<file path="config.mk">
export PLATFORM = sky130hd
export DESIGN_NAME = lpmc_top
export DESIGN_NICKNAME = d
export VERILOG_FILES = /design/src/verilog/lpmc_pkg.sv /design/src/verilog/lpmc_sync3.sv /design/src/verilog/lpmc_top.sv
export SDC_FILE = /design/constraint.sdc
export NUM_CORES = 1
export LEC_CHECK = 0
export BUFFER_PORTS_ARGS = -buffer_cell sky130_fd_sc_hd__buf_2
export CAP_MARGIN = 20
export CORE_UTILIZATION = 35
export DETAILED_ROUTE_END_ITERATION = 8
export PLACE_DENSITY_LB_ADDON = 0.12
export SLEW_MARGIN = 20
export SYNTH_ARGS = -nofsm -noshare
export SYNTH_HDL_FRONTEND = slang
export SYNTH_SLANG_ARGS = --single-unit
export TNS_END_PERCENT = 30
</file>
<file path="constraint.sdc">
create_clock -name CORE_CLK_I -period 4.34 [get_ports CORE_CLK_I]
set_input_delay 0.217 -clock CORE_CLK_I [delete_from_list [all_inputs] [get_ports CORE_CLK_I]]
set_output_delay 0.217 -clock CORE_CLK_I [all_outputs]
set_load 0.01 [all_outputs]
</file>
<file path="src/verilog/lpmc_pkg.sv">
package lpmc_pkg;
	// Register byte offsets
	localparam logic [7:0] OFS_PROTECT = 8'h00;
	localparam logic [7:0] OFS_STBY_CTRL = 8'h04;
	localparam logic [7:0] OFS_MSTOP_A = 8'h08;
	localparam logic [7:0] OFS_MSTOP_B = 8'h0c;
	localparam logic [7:0] OFS_MSTOP_C = 8'h10;
	localparam logic [7:0] OFS_MSTOP_D = 8'h14;
	localparam logic [7:0] OFS_DEEP_CTRL = 8'h18;
	localparam logic [7:0] OFS_WAKE_EN = 8'h1c;
	localparam logic [7:0] OFS_WAKE_FLAG = 8'h20;
	localparam logic [7:0] OFS_MODE = 8'h24;
	localparam logic [7:0] OFS_IRQ_STAT = 8'h28;
	localparam logic [7:0] OFS_IRQ_CLR = 8'h2c;
	localparam logic [7:0] OFS_IRQ_EN = 8'h30;
	// Protection register
	localparam logic [7:0] PROT_KEY = 8'ha5;
	localparam int PROT_CLK_BIT = 0;
	localparam int PROT_PWR_BIT = 1;
	// Field positions
	localparam int STBY_SEL_BIT = 15;
	localparam int BUS_OE_BIT = 14;
	localparam int ALL_STOP_BIT = 31;
	localparam int TIMER_PAIR_BIT = 5;
	localparam int DEEP_EN_BIT = 7;
	localparam int IO_RET_BIT = 6;
	localparam int CUT_HI = 1;
	localparam int CUT_LO = 0;
	localparam int PIN11_BIT = 3;
	localparam int IRQ_PIN_BIT = 0;
	localparam int IRQ_WAKE_BIT = 1;
	localparam int IRQ_DEEP_BIT = 2;
	localparam logic [1:0] CUT_RAM_USB = 2'h1;
	// Reset values
	localparam logic [15:0] PROTECT_RST = 16'h0000;
	localparam logic [15:0] STBY_CTRL_RST = 16'h4000;
	localparam logic [31:0] MSTOP_A_RST = 32'hffff_ffff;
	localparam logic [31:0] MSTOP_B_RST = 32'hffff_ffff;
	localparam logic [31:0] MSTOP_C_RST = 32'hffff_0000;
	localparam logic [31:0] MSTOP_D_RST = 32'hffff_ffff;
	localparam logic [7:0] DEEP_CTRL_RST = 8'h00;
	localparam logic [7:0] WAKE_RST = 8'h00;
	localparam logic [2:0] IRQ_RST = 3'h0;
	// Restart hold after deep standby cancel
	localparam int CLK_HZ = 25000000;
	localparam int RESTART_NS = 1000;
	localparam int RESTART_CYC = (RESTART_NS * (CLK_HZ / 1000000)) / 1000;
	localparam logic [7:0] RESTART_LOAD = 8'(RESTART_CYC - 1);
	// Operating modes
	typedef enum logic [2:0] {
		LPMC_RUN = 3'h0,
		LPMC_SLEEP = 3'h1,
		LPMC_ALLSTOP = 3'h2,
		LPMC_SWSTBY = 3'h3,
		LPMC_DEEP = 3'h4,
		LPMC_RESTART = 3'h5
	} lpmc_mode_t;
endpackage : lpmc_pkg

</file>
<file path="src/verilog/lpmc_sync3.sv">
`timescale 1ns/1ps
`default_nettype none
module lpmc_sync3 (
	// Clock and reset
	input wire logic clk_i,
	input wire logic rst_i,
	// Pin and filtered level
	input wire logic pin_i,
	output logic level_o
);
	logic s1_ff;
	logic s2_ff;
	logic s3_ff;
	logic level_ff;

	always_ff @(posedge clk_i) begin
		if (rst_i) begin
			s1_ff <= 1'b1;
			s2_ff <= 1'b1;
			s3_ff <= 1'b1;
		end else begin
			s1_ff <= pin_i;
			s2_ff <= s1_ff;
			s3_ff <= s2_ff;
		end
	end

	// Change taken only once stages two and three agree
	always_ff @(posedge clk_i) begin
		if (rst_i) begin
			level_ff <= 1'b1;
		end else if (s2_ff == s3_ff) begin
			level_ff <= s3_ff;
		end
	end

	assign level_o = level_ff;
endmodule : lpmc_sync3
`default_nettype wire

</file>
<file path="src/verilog/lpmc_top.sv">
// Our own choices: the address map and register access over APB.
`timescale 1ns/1ps
`default_nettype none
// Behaviour
// - Key write A503h unlocks clock and power protected registers.
// - Key write A500h relocks; protected writes then change nothing.
// - Power registers accept writes only while power unlock bit is 1.
// - Wait with standby select 0 enters sleep; CPU halted, peripherals run.
// - Wait with standby select 1 enters software standby.
// - Bus output enable 0 floats external bus in standby modes.
// - All-clock-stop enable with sleep entry gives all-module clock stop.
// - Module stop A bit 5 clear keeps timer pair clocked.
// - Module stop C lower half zero keeps RAM clocked.
// - Deep enable and standby select enter deep standby on wait.
// - Deep enable 0 with standby select 1 gives ordinary software standby.
// - Power cut field 01b removes RAM and USB resume power.
// - Retention 0 releases held I/O when deep standby cancels.
// - Pin 11 wake enable accepts the pin as deep standby cancel.
// - Pin 11 request sets wake flag; software clears it writing 0.
module lpmc_top (
	// Clock and reset
	input wire logic CORE_CLK_I,
	input wire logic RST_I,
	// APB slave
	input wire logic PSEL_I,
	input wire logic PENABLE_I,
	input wire logic PWRITE_I,
	input wire logic [7:0] PADDR_I,
	input wire logic [31:0] PWDATA_I,
	output logic [31:0] PRDATA_O,
	output logic PREADY_O,
	output logic PSLVERR_O,
	// CPU side
	input wire logic WAIT_I,
	input wire logic WAKE_I,
	output logic CPU_HALT_O,
	output logic SYS_RST_O,
	// Pin wake source, active low
	input wire logic EXT_IRQ_PIN_11_I,
	// Power and clock controls
	output logic [31:0] MOD_CLK_EN_A_O,
	output logic [31:0] MOD_CLK_EN_B_O,
	output logic [31:0] MOD_CLK_EN_C_O,
	output logic [31:0] MOD_CLK_EN_D_O,
	output logic SYS_PCLK_EN_O,
	output logic BUS_HIZ_O,
	output logic RAM_PWR_OFF_O,
	output logic IO_HOLD_O,
	output logic [2:0] MODE_O,
	// Interrupt
	output logic IRQ_O
);
	lpmc_pkg::lpmc_mode_t state_ff;
	lpmc_pkg::lpmc_mode_t nxt_state;
	logic [15:0] write_protect_reg_ff;
	logic [15:0] standby_control_reg_ff;
	logic [31:0] mstop_ff [4];
	logic [7:0] deep_standby_control_reg_ff;
	logic [7:0] deep_wake_enable_reg_ff;
	logic [7:0] deep_wake_flag_reg_ff;
	logic [2:0] irq_stat_ff;
	logic [2:0] irq_en_ff;
	logic [7:0] restart_cnt_ff;
	logic [31:0] prdata_ff;
	logic pready_ff;
	logic pslverr_ff;
	logic [31:0] clk_en_ff [4];
	logic pclk_en_ff;
	logic bus_hiz_ff;
	logic ram_off_ff;
	logic io_hold_ff;
	logic halt_ff;
	logic sys_rst_ff;
	logic irq_ff;
	logic pin_lvl;
	logic pin_lvl_d_ff;
	logic pin_req;
	logic wr_en;
	logic pwr_open;
	logic prot_key_ok;
	logic deep_cancel;
	logic wake_exit;
	logic restart_start;
	logic [31:0] rd_mux;
	logic rd_err;

	lpmc_sync3 u_pin_sync (
		.clk_i(CORE_CLK_I),
		.rst_i(RST_I),
		.pin_i(EXT_IRQ_PIN_11_I),
		.level_o(pin_lvl)
	);

	always_ff @(posedge CORE_CLK_I) begin
		if (RST_I) begin
			pin_lvl_d_ff <= 1'b1;
		end else begin
			pin_lvl_d_ff <= pin_lvl;
		end
	end

	// Falling edge of the filtered pin is a wake request
	assign pin_req = pin_lvl_d_ff & ~pin_lvl;
	assign wr_en = PSEL_I & PENABLE_I & PWRITE_I & pready_ff;
	assign prot_key_ok = PWDATA_I[15:8] == lpmc_pkg::PROT_KEY;
	assign pwr_open = write_protect_reg_ff[lpmc_pkg::PROT_PWR_BIT];
	assign deep_cancel = (state_ff == lpmc_pkg::LPMC_DEEP) &&
		(deep_wake_flag_reg_ff[lpmc_pkg::PIN11_BIT] &
		deep_wake_enable_reg_ff[lpmc_pkg::PIN11_BIT]);
	assign wake_exit = WAKE_I && (state_ff == lpmc_pkg::LPMC_SLEEP ||
		state_ff == lpmc_pkg::LPMC_ALLSTOP || state_ff == lpmc_pkg::LPMC_SWSTBY);
	assign restart_start = deep_cancel;

	// Mode sequencer
	always_comb begin
		nxt_state = state_ff;
		case (state_ff)
			lpmc_pkg::LPMC_RUN: begin
				if (WAIT_I) begin
					if (!standby_control_reg_ff[lpmc_pkg::STBY_SEL_BIT]) begin
						nxt_state = mstop_ff[0][lpmc_pkg::ALL_STOP_BIT] ?
							lpmc_pkg::LPMC_ALLSTOP : lpmc_pkg::LPMC_SLEEP;
					end else begin
						nxt_state = deep_standby_control_reg_ff[lpmc_pkg::DEEP_EN_BIT] ?
							lpmc_pkg::LPMC_DEEP : lpmc_pkg::LPMC_SWSTBY;
					end
				end
			end
			lpmc_pkg::LPMC_SLEEP, lpmc_pkg::LPMC_ALLSTOP, lpmc_pkg::LPMC_SWSTBY: begin
				if (wake_exit) begin
					nxt_state = lpmc_pkg::LPMC_RUN;
				end
			end
			lpmc_pkg::LPMC_DEEP: begin
				if (deep_cancel) begin
					nxt_state = lpmc_pkg::LPMC_RESTART;
				end
			end
			lpmc_pkg::LPMC_RESTART: begin
				if (restart_cnt_ff == 8'h00) begin
					nxt_state = lpmc_pkg::LPMC_RUN;
				end
			end
			default: begin
				nxt_state = lpmc_pkg::LPMC_RUN;
			end
		endcase
	end

	always_ff @(posedge CORE_CLK_I) begin
		if (RST_I) begin
			state_ff <= lpmc_pkg::LPMC_RUN;
		end else begin
			state_ff <= nxt_state;
		end
	end

	always_ff @(posedge CORE_CLK_I) begin
		if (RST_I) begin
			restart_cnt_ff <= 8'h00;
		end else if (restart_start) begin
			restart_cnt_ff <= lpmc_pkg::RESTART_LOAD;
		end else if (restart_cnt_ff != 8'h00) begin
			restart_cnt_ff <= restart_cnt_ff - 8'h01;
		end
	end

	// Protection register; deep cancel reset relocks it
	always_ff @(posedge CORE_CLK_I) begin
		if (RST_I || restart_start) begin
			write_protect_reg_ff <= lpmc_pkg::PROTECT_RST;
		end else if (wr_en && PADDR_I == lpmc_pkg::OFS_PROTECT && prot_key_ok) begin
			write_protect_reg_ff <= {8'h00, 6'h00, PWDATA_I[1:0]};
		end
	end

	// Protected power-mode registers
	always_ff @(posedge CORE_CLK_I) begin
		if (RST_I || restart_start) begin
			standby_control_reg_ff <= lpmc_pkg::STBY_CTRL_RST;
			mstop_ff[0] <= lpmc_pkg::MSTOP_A_RST;
			mstop_ff[1] <= lpmc_pkg::MSTOP_B_RST;
			mstop_ff[2] <= lpmc_pkg::MSTOP_C_RST;
			mstop_ff[3] <= lpmc_pkg::MSTOP_D_RST;
		end else if (wr_en && pwr_open) begin
			if (PADDR_I == lpmc_pkg::OFS_STBY_CTRL) begin
				standby_control_reg_ff <= PWDATA_I[15:0];
			end else if (PADDR_I == lpmc_pkg::OFS_MSTOP_A) begin
				mstop_ff[0] <= PWDATA_I;
			end else if (PADDR_I == lpmc_pkg::OFS_MSTOP_B) begin
				mstop_ff[1] <= PWDATA_I;
			end else if (PADDR_I == lpmc_pkg::OFS_MSTOP_C) begin
				mstop_ff[2] <= PWDATA_I;
			end else if (PADDR_I == lpmc_pkg::OFS_MSTOP_D) begin
				mstop_ff[3] <= PWDATA_I;
			end
		end
	end

	// Deep standby settings survive the cancel reset
	always_ff @(posedge CORE_CLK_I) begin
		if (RST_I) begin
			deep_standby_control_reg_ff <= lpmc_pkg::DEEP_CTRL_RST;
			deep_wake_enable_reg_ff <= lpmc_pkg::WAKE_RST;
		end else if (wr_en && pwr_open) begin
			if (PADDR_I == lpmc_pkg::OFS_DEEP_CTRL) begin
				deep_standby_control_reg_ff <= PWDATA_I[7:0];
			end else if (PADDR_I == lpmc_pkg::OFS_WAKE_EN) begin
				deep_wake_enable_reg_ff <= PWDATA_I[7:0];
			end
		end
	end

	// Wake flags: only zeros written clear, a new request wins
	always_ff @(posedge CORE_CLK_I) begin
		if (RST_I) begin
			deep_wake_flag_reg_ff <= lpmc_pkg::WAKE_RST;
		end else begin
			deep_wake_flag_reg_ff[lpmc_pkg::PIN11_BIT] <= pin_req |
				(deep_wake_flag_reg_ff[lpmc_pkg::PIN11_BIT] &
				~(wr_en && pwr_open && PADDR_I == lpmc_pkg::OFS_WAKE_FLAG &&
				!PWDATA_I[lpmc_pkg::PIN11_BIT]));
		end
	end

	// Interrupt status, clear and enable
	always_ff @(posedge CORE_CLK_I) begin
		if (RST_I) begin
			irq_stat_ff <= lpmc_pkg::IRQ_RST;
		end else begin
			irq_stat_ff <= {restart_start, wake_exit, pin_req} |
				(irq_stat_ff & ~((wr_en && PADDR_I == lpmc_pkg::OFS_IRQ_CLR) ?
				PWDATA_I[2:0] : 3'h0));
		end
	end

	always_ff @(posedge CORE_CLK_I) begin
		if (RST_I) begin
			irq_en_ff <= lpmc_pkg::IRQ_RST;
			irq_ff <= 1'b0;
		end else begin
			if (wr_en && PADDR_I == lpmc_pkg::OFS_IRQ_EN) begin
				irq_en_ff <= PWDATA_I[2:0];
			end
			irq_ff <= |(irq_stat_ff & irq_en_ff);
		end
	end

	// Read decode
	always_comb begin
		rd_mux = 32'h0000_0000;
		rd_err = 1'b0;
		if (PADDR_I == lpmc_pkg::OFS_PROTECT) begin
			rd_mux = {16'h0000, write_protect_reg_ff};
		end else if (PADDR_I == lpmc_pkg::OFS_STBY_CTRL) begin
			rd_mux = {16'h0000, standby_control_reg_ff};
		end else if (PADDR_I == lpmc_pkg::OFS_MSTOP_A) begin
			rd_mux = mstop_ff[0];
		end else if (PADDR_I == lpmc_pkg::OFS_MSTOP_B) begin
			rd_mux = mstop_ff[1];
		end else if (PADDR_I == lpmc_pkg::OFS_MSTOP_C) begin
			rd_mux = mstop_ff[2];
		end else if (PADDR_I == lpmc_pkg::OFS_MSTOP_D) begin
			rd_mux = mstop_ff[3];
		end else if (PADDR_I == lpmc_pkg::OFS_DEEP_CTRL) begin
			rd_mux = {24'h00_0000, deep_standby_control_reg_ff};
		end else if (PADDR_I == lpmc_pkg::OFS_WAKE_EN) begin
			rd_mux = {24'h00_0000, deep_wake_enable_reg_ff};
		end else if (PADDR_I == lpmc_pkg::OFS_WAKE_FLAG) begin
			rd_mux = {24'h00_0000, deep_wake_flag_reg_ff};
		end else if (PADDR_I == lpmc_pkg::OFS_MODE) begin
			rd_mux = {29'h0000_0000, state_ff};
		end else if (PADDR_I == lpmc_pkg::OFS_IRQ_STAT) begin
			rd_mux = {29'h0000_0000, irq_stat_ff};
		end else if (PADDR_I == lpmc_pkg::OFS_IRQ_CLR) begin
			rd_mux = 32'h0000_0000;
		end else if (PADDR_I == lpmc_pkg::OFS_IRQ_EN) begin
			rd_mux = {29'h0000_0000, irq_en_ff};
		end else begin
			rd_err = 1'b1;
		end
	end

	// Answer prepared in setup so that every output is a flop
	always_ff @(posedge CORE_CLK_I) begin
		if (RST_I) begin
			pready_ff <= 1'b0;
			pslverr_ff <= 1'b0;
			prdata_ff <= 32'h0000_0000;
		end else begin
			pready_ff <= PSEL_I & ~PENABLE_I;
			pslverr_ff <= PSEL_I & ~PENABLE_I & rd_err;
			prdata_ff <= (PSEL_I & ~PENABLE_I & ~PWRITE_I) ? rd_mux : 32'h0000_0000;
		end
	end

	// Clock, bus and power controls
	always_ff @(posedge CORE_CLK_I) begin
		if (RST_I) begin
			for (int i = 0; i < 4; i++) begin
				clk_en_ff[i] <= 32'h0000_0000;
			end
			pclk_en_ff <= 1'b1;
			bus_hiz_ff <= 1'b0;
			ram_off_ff <= 1'b0;
			halt_ff <= 1'b0;
			sys_rst_ff <= 1'b0;
		end else begin
			for (int i = 0; i < 4; i++) begin
				clk_en_ff[i] <= (state_ff == lpmc_pkg::LPMC_SWSTBY ||
					state_ff == lpmc_pkg::LPMC_DEEP) ? 32'h0000_0000 : ~mstop_ff[i];
			end
			// Shared peripheral clock stops in all-stop
			pclk_en_ff <= state_ff == lpmc_pkg::LPMC_RUN || state_ff == lpmc_pkg::LPMC_SLEEP;
			bus_hiz_ff <= !standby_control_reg_ff[lpmc_pkg::BUS_OE_BIT] &&
				(state_ff == lpmc_pkg::LPMC_ALLSTOP || state_ff == lpmc_pkg::LPMC_SWSTBY ||
				state_ff == lpmc_pkg::LPMC_DEEP);
			ram_off_ff <= state_ff == lpmc_pkg::LPMC_DEEP && deep_standby_control_reg_ff
				[lpmc_pkg::CUT_HI:lpmc_pkg::CUT_LO] == lpmc_pkg::CUT_RAM_USB;
			halt_ff <= state_ff != lpmc_pkg::LPMC_RUN;
			sys_rst_ff <= state_ff == lpmc_pkg::LPMC_RESTART;
		end
	end

	// Held I/O; with retention set, software releases it later
	always_ff @(posedge CORE_CLK_I) begin
		if (RST_I) begin
			io_hold_ff <= 1'b0;
		end else begin
			io_hold_ff <= state_ff == lpmc_pkg::LPMC_DEEP ||
				(io_hold_ff && deep_standby_control_reg_ff[lpmc_pkg::IO_RET_BIT]);
		end
	end

	assign PRDATA_O = prdata_ff;
	assign PREADY_O = pready_ff;
	assign PSLVERR_O = pslverr_ff;
	assign CPU_HALT_O = halt_ff;
	assign SYS_RST_O = sys_rst_ff;
	assign MOD_CLK_EN_A_O = clk_en_ff[0];
	assign MOD_CLK_EN_B_O = clk_en_ff[1];
	assign MOD_CLK_EN_C_O = clk_en_ff[2];
	assign MOD_CLK_EN_D_O = clk_en_ff[3];
	assign SYS_PCLK_EN_O = pclk_en_ff;
	assign BUS_HIZ_O = bus_hiz_ff;
	assign RAM_PWR_OFF_O = ram_off_ff;
	assign IO_HOLD_O = io_hold_ff;
	assign MODE_O = state_ff;
	assign IRQ_O = irq_ff;

	unlock_key_a: assert property (@(posedge CORE_CLK_I) disable iff (RST_I)
		wr_en && PADDR_I == lpmc_pkg::OFS_PROTECT &&
		PWDATA_I[15:0] == {lpmc_pkg::PROT_KEY, 8'h03} && !restart_start
		|=> write_protect_reg_ff[1:0] == 2'h3)
		else $error("unlock value did not open both protections");
	relock_hold_a: assert property (@(posedge CORE_CLK_I) disable iff (RST_I)
		!pwr_open && !restart_start |=> $stable(standby_control_reg_ff) && $stable(mstop_ff[0]))
		else $error("locked power register changed");
	key_check_a: assert property (@(posedge CORE_CLK_I) disable iff (RST_I)
		wr_en && PADDR_I == lpmc_pkg::OFS_PROTECT && !prot_key_ok && !restart_start
		|=> $stable(write_protect_reg_ff))
		else $error("protection changed without key");
	sleep_entry_a: assert property (@(posedge CORE_CLK_I) disable iff (RST_I)
		state_ff == lpmc_pkg::LPMC_RUN && WAIT_I &&
		!standby_control_reg_ff[lpmc_pkg::STBY_SEL_BIT] &&
		!mstop_ff[0][lpmc_pkg::ALL_STOP_BIT]
		|=> state_ff == lpmc_pkg::LPMC_SLEEP ##1 halt_ff && pclk_en_ff)
		else $error("sleep entry wrong");
	standby_sel_a: assert property (@(posedge CORE_CLK_I) disable iff (RST_I)
		state_ff == lpmc_pkg::LPMC_RUN && WAIT_I &&
		standby_control_reg_ff[lpmc_pkg::STBY_SEL_BIT] &&
		!deep_standby_control_reg_ff[lpmc_pkg::DEEP_EN_BIT]
		|=> state_ff == lpmc_pkg::LPMC_SWSTBY)
		else $error("standby entry wrong");
	deep_entry_a: assert property (@(posedge CORE_CLK_I) disable iff (RST_I)
		state_ff == lpmc_pkg::LPMC_RUN && WAIT_I &&
		standby_control_reg_ff[lpmc_pkg::STBY_SEL_BIT] &&
		deep_standby_control_reg_ff[lpmc_pkg::DEEP_EN_BIT]
		|=> state_ff == lpmc_pkg::LPMC_DEEP)
		else $error("deep entry wrong");
	allstop_entry_a: assert property (@(posedge CORE_CLK_I) disable iff (RST_I)
		state_ff == lpmc_pkg::LPMC_RUN && WAIT_I &&
		!standby_control_reg_ff[lpmc_pkg::STBY_SEL_BIT] &&
		mstop_ff[0][lpmc_pkg::ALL_STOP_BIT]
		|=> state_ff == lpmc_pkg::LPMC_ALLSTOP ##1 !pclk_en_ff)
		else $error("all-stop entry wrong");
	bus_float_a: assert property (@(posedge CORE_CLK_I) disable iff (RST_I)
		state_ff == lpmc_pkg::LPMC_SWSTBY && !standby_control_reg_ff[lpmc_pkg::BUS_OE_BIT]
		|=> bus_hiz_ff)
		else $error("bus not floated in standby");
	power_cut_a: assert property (@(posedge CORE_CLK_I) disable iff (RST_I)
		state_ff == lpmc_pkg::LPMC_DEEP && deep_standby_control_reg_ff
		[lpmc_pkg::CUT_HI:lpmc_pkg::CUT_LO] == lpmc_pkg::CUT_RAM_USB
		|=> ram_off_ff)
		else $error("power cut missing in deep standby");
	io_release_a: assert property (@(posedge CORE_CLK_I) disable iff (RST_I)
		state_ff == lpmc_pkg::LPMC_DEEP && deep_cancel &&
		!deep_standby_control_reg_ff[lpmc_pkg::IO_RET_BIT]
		|=> ##1 !io_hold_ff)
		else $error("io hold not released on cancel");
	wake_flag_a: assert property (@(posedge CORE_CLK_I) disable iff (RST_I)
		pin_req |=> deep_wake_flag_reg_ff[lpmc_pkg::PIN11_BIT])
		else $error("pin request lost");
	deep_cancel_a: assert property (@(posedge CORE_CLK_I) disable iff (RST_I)
		deep_cancel |=> state_ff == lpmc_pkg::LPMC_RESTART ##1 sys_rst_ff ##[1:40]
		state_ff == lpmc_pkg::LPMC_RUN)
		else $error("deep cancel restart wrong");
endmodule : lpmc_top
`default_nettype wire

</file>
### After elaboration in Yosys (flattened, before gate mapping)

Memories as Yosys holds them, arrays and structs flattened.
Index checks and enable logic that the tools add are counted.

* shift-type cells: 0
* reductions and logical operators: 38
* magnitude comparators: 0
* bitwise gates (word level): 32
* multiply operators: 0
* add/subtract/negate cells: 1
* eq/ne operators: 24
* mux-type cells: 80
* divide/modulo/power cells: 0

Operators with widths (number)
* $mux 32: 16
* $not 32->32: 4
* $mux 1: 44
* $eq 8x6->1 const B: 5
* $mux 3: 11
* $eq 8x5->1 const B: 4
* $eq 8x4->1 const B: 2
* $logic_not 8->1: 2
* $mux 16: 1
* $mux 8: 2
* $logic_and 1x1->1: 12
* $pmux 3 s4: 1
* $mux 5: 2
* $and 1x1->1: 9
* $or 1x1->1: 9
* $reduce_or 3->1: 3
* $eq 8x3->1 const B: 1
* $eq 8x8->1 const B: 1
* $logic_or 1x1->1: 8
* $ne 2x2->1 const B: 4
* $reduce_bool 8->1: 1
* $sub 8x1->8 const B: 1
* $and 3x3->3: 2
* $eq 3x2->1 const B: 2
* other kinds (18): 28

* input port bits: 48
* memory bits (read-only): 0
* output and inout port bits: 172
* memories kept: 2
* bits in latches: 0
* bits in registers: 98
* word-level logic and storage cells: 204
* RAM bits: 256

Memory list
* clk_en_ff: words 4, width 32, rd ports 4, clocked after memory_dff 0, write ports 4, RTL line lpmc_top.sv:67 `logic [31:0] clk_en_ff [4];`
* mstop_ff: words 4, width 32, rd ports 4, clocked after memory_dff 0, write ports 4, RTL line lpmc_top.sv:57 `logic [31:0] mstop_ff [4];`

### Longest topological paths before layout

* depth after elaboration: 15
* gate-level depth with buffers: 8
* depth with buffers taken out: 7

### Modules after synthesis

Synthesis repeated with hierarchy kept, for this count alone.

* cells, all modules: 1097
* area total of the unflattened synthesis: 12473.2 µm²

By module, submodules not included
* lpmc_top: cells an instance 1087, times used 1, area an instance 12358.1 µm², seq. area each 8287.9 µm²
* lpmc_sync3: cells an instance 10, times used 1, area an instance 115.1 µm², seq. area each 80.1 µm²

### Worst setup path before layout

Ideal clock, no wire load.

* path type: in2reg
* start: in PADDR_I[3]
* end: mem mstop_ff[2][0], enable pin
* arrival: 3.451 ns
* setup slack: 0.423 ns
* stages: 5
* setup time: 0.466 ns
* data required time: 3.874 ns
* path buffers: 2
* cells stage by stage: buf_2 -> nor4_2 -> nand2_1 -> clkbuf_1 -> o21ai_0

RTL lines
* from (decl): RTL line lpmc_top.sv:28 `input wire logic [7:0] PADDR_I,`
* to (decl): RTL line lpmc_top.sv:57

==> out/metrics.yaml <==
status:
  outcome: "complete, no violations"
global_routing:
  grt_max_degree: 78
  grt_pass1_vias: 8937
  grt_pass1_wl_mm: 55.3
  grt-ovfl-total: 0
  grt_usage_pct: 20.1
  antenna_found_initial: 0
route:
  vias_per_cell: 5.01
  routed_wirelength_mm: 36.7
  wl_per_cell_um: 20.2
  drt_first_pass_iters: 6
  drc_errors: 0
  vias: 9102
  drt_iter0_drc: 749
  final_antenna_net_count: 0
worst_setup_path:
  arrival_ns: 2.98
  critical_path.most_common_cell: "buf_4"
  slowest_stage: "dfxtp_1"
  worstSetupPathType: "reg2reg"
  start_kind: "flip-flop"
  path_max_fanout: 54
  cp_data_required_time_ns: 4.60
  cp-end-kind: "flip-flop"
  path_cells: "nor3b_1 -> a21oi_1 -> buf_4 -> nand3_2 -> buf_4 -> or3_1"
  slowest_delay_ns: 0.62
clock_tree:
  tritoncts.num_buffers: 39
  cts_sinks: 354
  post_cts_buffers: 0
  cts_root_buf: "clkbuf_16"
  path_clk_slew_ns: 0.06
  htree_levels: 2
  cts_buffer_depth: 3
  clkLatencyLatePin_ns: 0.53
  cts_tree: "built"
sta:
  setup_viol: 0
  relSlewSlack_pct: 21.8
  drv_slew: 0
  grt_setup_unrepaired: "false"
  tightestPinTransition_ns: 1.17
  fin_skew_ns: 0.0143
  finalCritPeriodShare_pct: 62.8
  max_freq_mhz: 367
  hold_violations: 0
  fin_tns_setup_ns: 0
  finalCriticalPeriod_ns: 2.73
logic_synthesis:
  synth_nets: 1144
  seq_area_frac_synth_pct: 66.9
  async_flop_share_pct: 0
  yosys.cell_types.count: 66
  synth_edf_count: 128
  synth_seq_cells: 354
  synth_ff_type: "dfxtp_1"
  netlist_area_um2: 12500
  synth.avg_cell_area_um2: 11.4
  syn_inst: 1095
  yosysWarningCount: 0
min_path:
  worstHoldPathType: "in2reg"
final_layout:
  fin_util_pct: 44.8
  drive_gt1_share_pct: 25.0
  finalNetCount: 1380
  syn_to_final_growth_pct: 25.1
  instances_no_fill: 1817
  n_antenna_cell: 0
  fillers: 3334
job:
  max_cap_viol_count: 0
pwr:
  p_total_uw: 7160
  p_per_area_nw_per_um2: 458
  leakagePower_uw: 0.00577
  peakVddDrop_v: 0.000293
floorplanning:
  pin_count: 220
  die_h_um: 191
  die_area_um2: 36500
  fp.coreArea_um2: 34900
  initial_core_util_pct: 35.9
  die_w_um: 191
  rows: 68
placed_design:
  dp_cells: 1724
  io_buffers: 219
  gp_congestion: 0.882
  dp_hpwl_mm: 24.9
## metrics by stage
stage	instance area, µm²	hold slack, ns	setup WS, ns
2_1_floorplan	12500	0.321	0.423
3_3_place_gp	14100	0.391	1.32
3_5_place_dp	14100	0.397	1.19
4_1_cts	15600	0.000363	1.59
5_1_grt	15600	0.0132	1.43
6_report	15600	0.0118	1.61
## report_power, final
| group | total [µW] | switching (µW) | internal, µW |
|---|---|---|---|
| logic | 399 | 249 | 149 |
| registers | 3520 | 38.8 | 3480 |
| clock network | 3240 | 1320 | 1920 |
## synth_stat cells, types with 6 or more instances
| cell type | count | share of area [%] |
|---|---|---|
| nor2_1 | 169 | 5.1 |
| mux2i_1 | 26 | 2.1 |
| nand3_1 | 14 | 0.56 |
| buf_2 | 9 | 0.36 |
| nor3_1 | 11 | 0.44 |
| or3_1 | 76 | 3.8 |
| a21oi_1 | 62 | 2.5 |
| dfxtp_1 | 226 | 36 |
| or2_2 | 6 | 0.30 |
| nand2_1 | 100 | 3.0 |
| o21ai_0 | 21 | 0.84 |
| inv_1 | 9 | 0.27 |
| a222oi_1 | 25 | 2.0 |
| edfxtp_1 | 128 | 31 |
| a22oi_1 | 9 | 0.54 |
| nand2b_1 | 37 | 1.9 |
| and2_1 | 15 | 0.75 |
| a21oi_2 | 10 | 0.70 |
| clkbuf_1 | 50 | 1.5 |
## logic make-up (layout without fill, tap and decap cells)
kind of cell	after synthesis	count (layout)	synth area share [%]
compound gates	167	167	9.29
buf+inv	76	343	2.61
fa+ha+maj	1	1	0.100
simple gates	465	465	18.5
xor+xnor	5	5	0.350
mux	27	27	2.26
flops	354	354	66.9
## critical path: cells and delay by family, from the launching register on
family,cells,cell delay [ns]
AND/OR/NAND/NOR,3,0.94
buffers and inverters,2,0.72
AO/OA/AOI/OAI,1,0.15
flip-flops,1,0.62
## timing repair
item                                    CTS  global route
endpoints found under the setup margin    0             0
gates resized for setup                   0             0
hold buffers                             21             0
hold endpoints to repair                 49             0
## registers in the layout, indices dropped and copies added (netlist names), 3 cells and up
| register | flops |
|---|---|
| deep_standby_control_reg_ff | 8 |
| deep_wake_enable_reg_ff | 8 |
| mstop_ff | 128 |
| restart_cnt_ff | 8 |
| standby_control_reg_ff | 16 |
| MODE_O | 3 |
| PRDATA_O | 32 |
| clk_en_ff | 128 |
| irq_stat_ff | 3 |
| irq_en_ff | 3 |
## layout make-up
class	instances	area, µm²	share of cell area (%)
Sequential cell	354	8370	53.5
Multi-Input combinational cell	665	3890	24.9
Timing Repair Buffer	260	1480	9.47
Clock buffer	60	1200	7.67
Tap cell	455	569	3.64
Clock inverter	12	86.3	0.552
Inverter	11	41.3	0.264
## final timing paths
kind,slack (ns),startpoint,to,cells past startpoint
hold reg to reg,0.41,u_pin_sync.s1_ff,u_pin_sync.s2_ff,1
setup / recovery,1.61,MODE_O[0],mstop_ff[1][21],6
setup reg to reg,1.61,MODE_O[0],mstop_ff[1][21],6
hold / removal,0.01,PSEL_I,PREADY_O,2
## cells in the final DEF (no fill, tap or decap), types with 4 or more instances in the layout
master	synthesis	final
a211oi_1	5	5
a21oi_1	62	62
a21oi_2	10	10
a221oi_1	5	5
a222oi_1	25	25
a22oi_1	9	9
and2_1	15	15
buf_2	9	219
buf_4	0	18
clkbuf_1	50	9
clkbuf_16	0	42
clkbuf_8	0	8
clkinv_2	0	6
dfxtp_1	226	226
dlygate4sd3_1	0	21
edfxtp_1	128	128
inv_1	9	9
mux2i_1	26	26
nand2_1	100	99
nand2b_1	37	37
nand3_1	14	12
nand4_1	5	5
nor2_1	169	169
nor2b_1	4	4
nor3_1	11	11
nor3b_1	4	4
o21ai_0	21	17
o21ai_4	0	4
o221ai_1	4	4
or2_2	6	6
or3_1	76	76
## per-layer routing
metal | vias up | wire [µm] | global-route usage [%]
li1 | 4349 | - | -
met3 | 42 | 2720 | 3.23
met2 | 341 | 16800 | 32.2
met4 | 0 | 557 | 4.68
met5 | - | 0 | 0
met1 | 4370 | 16600 | 28.4
Power figures use the tool's default switching activity.
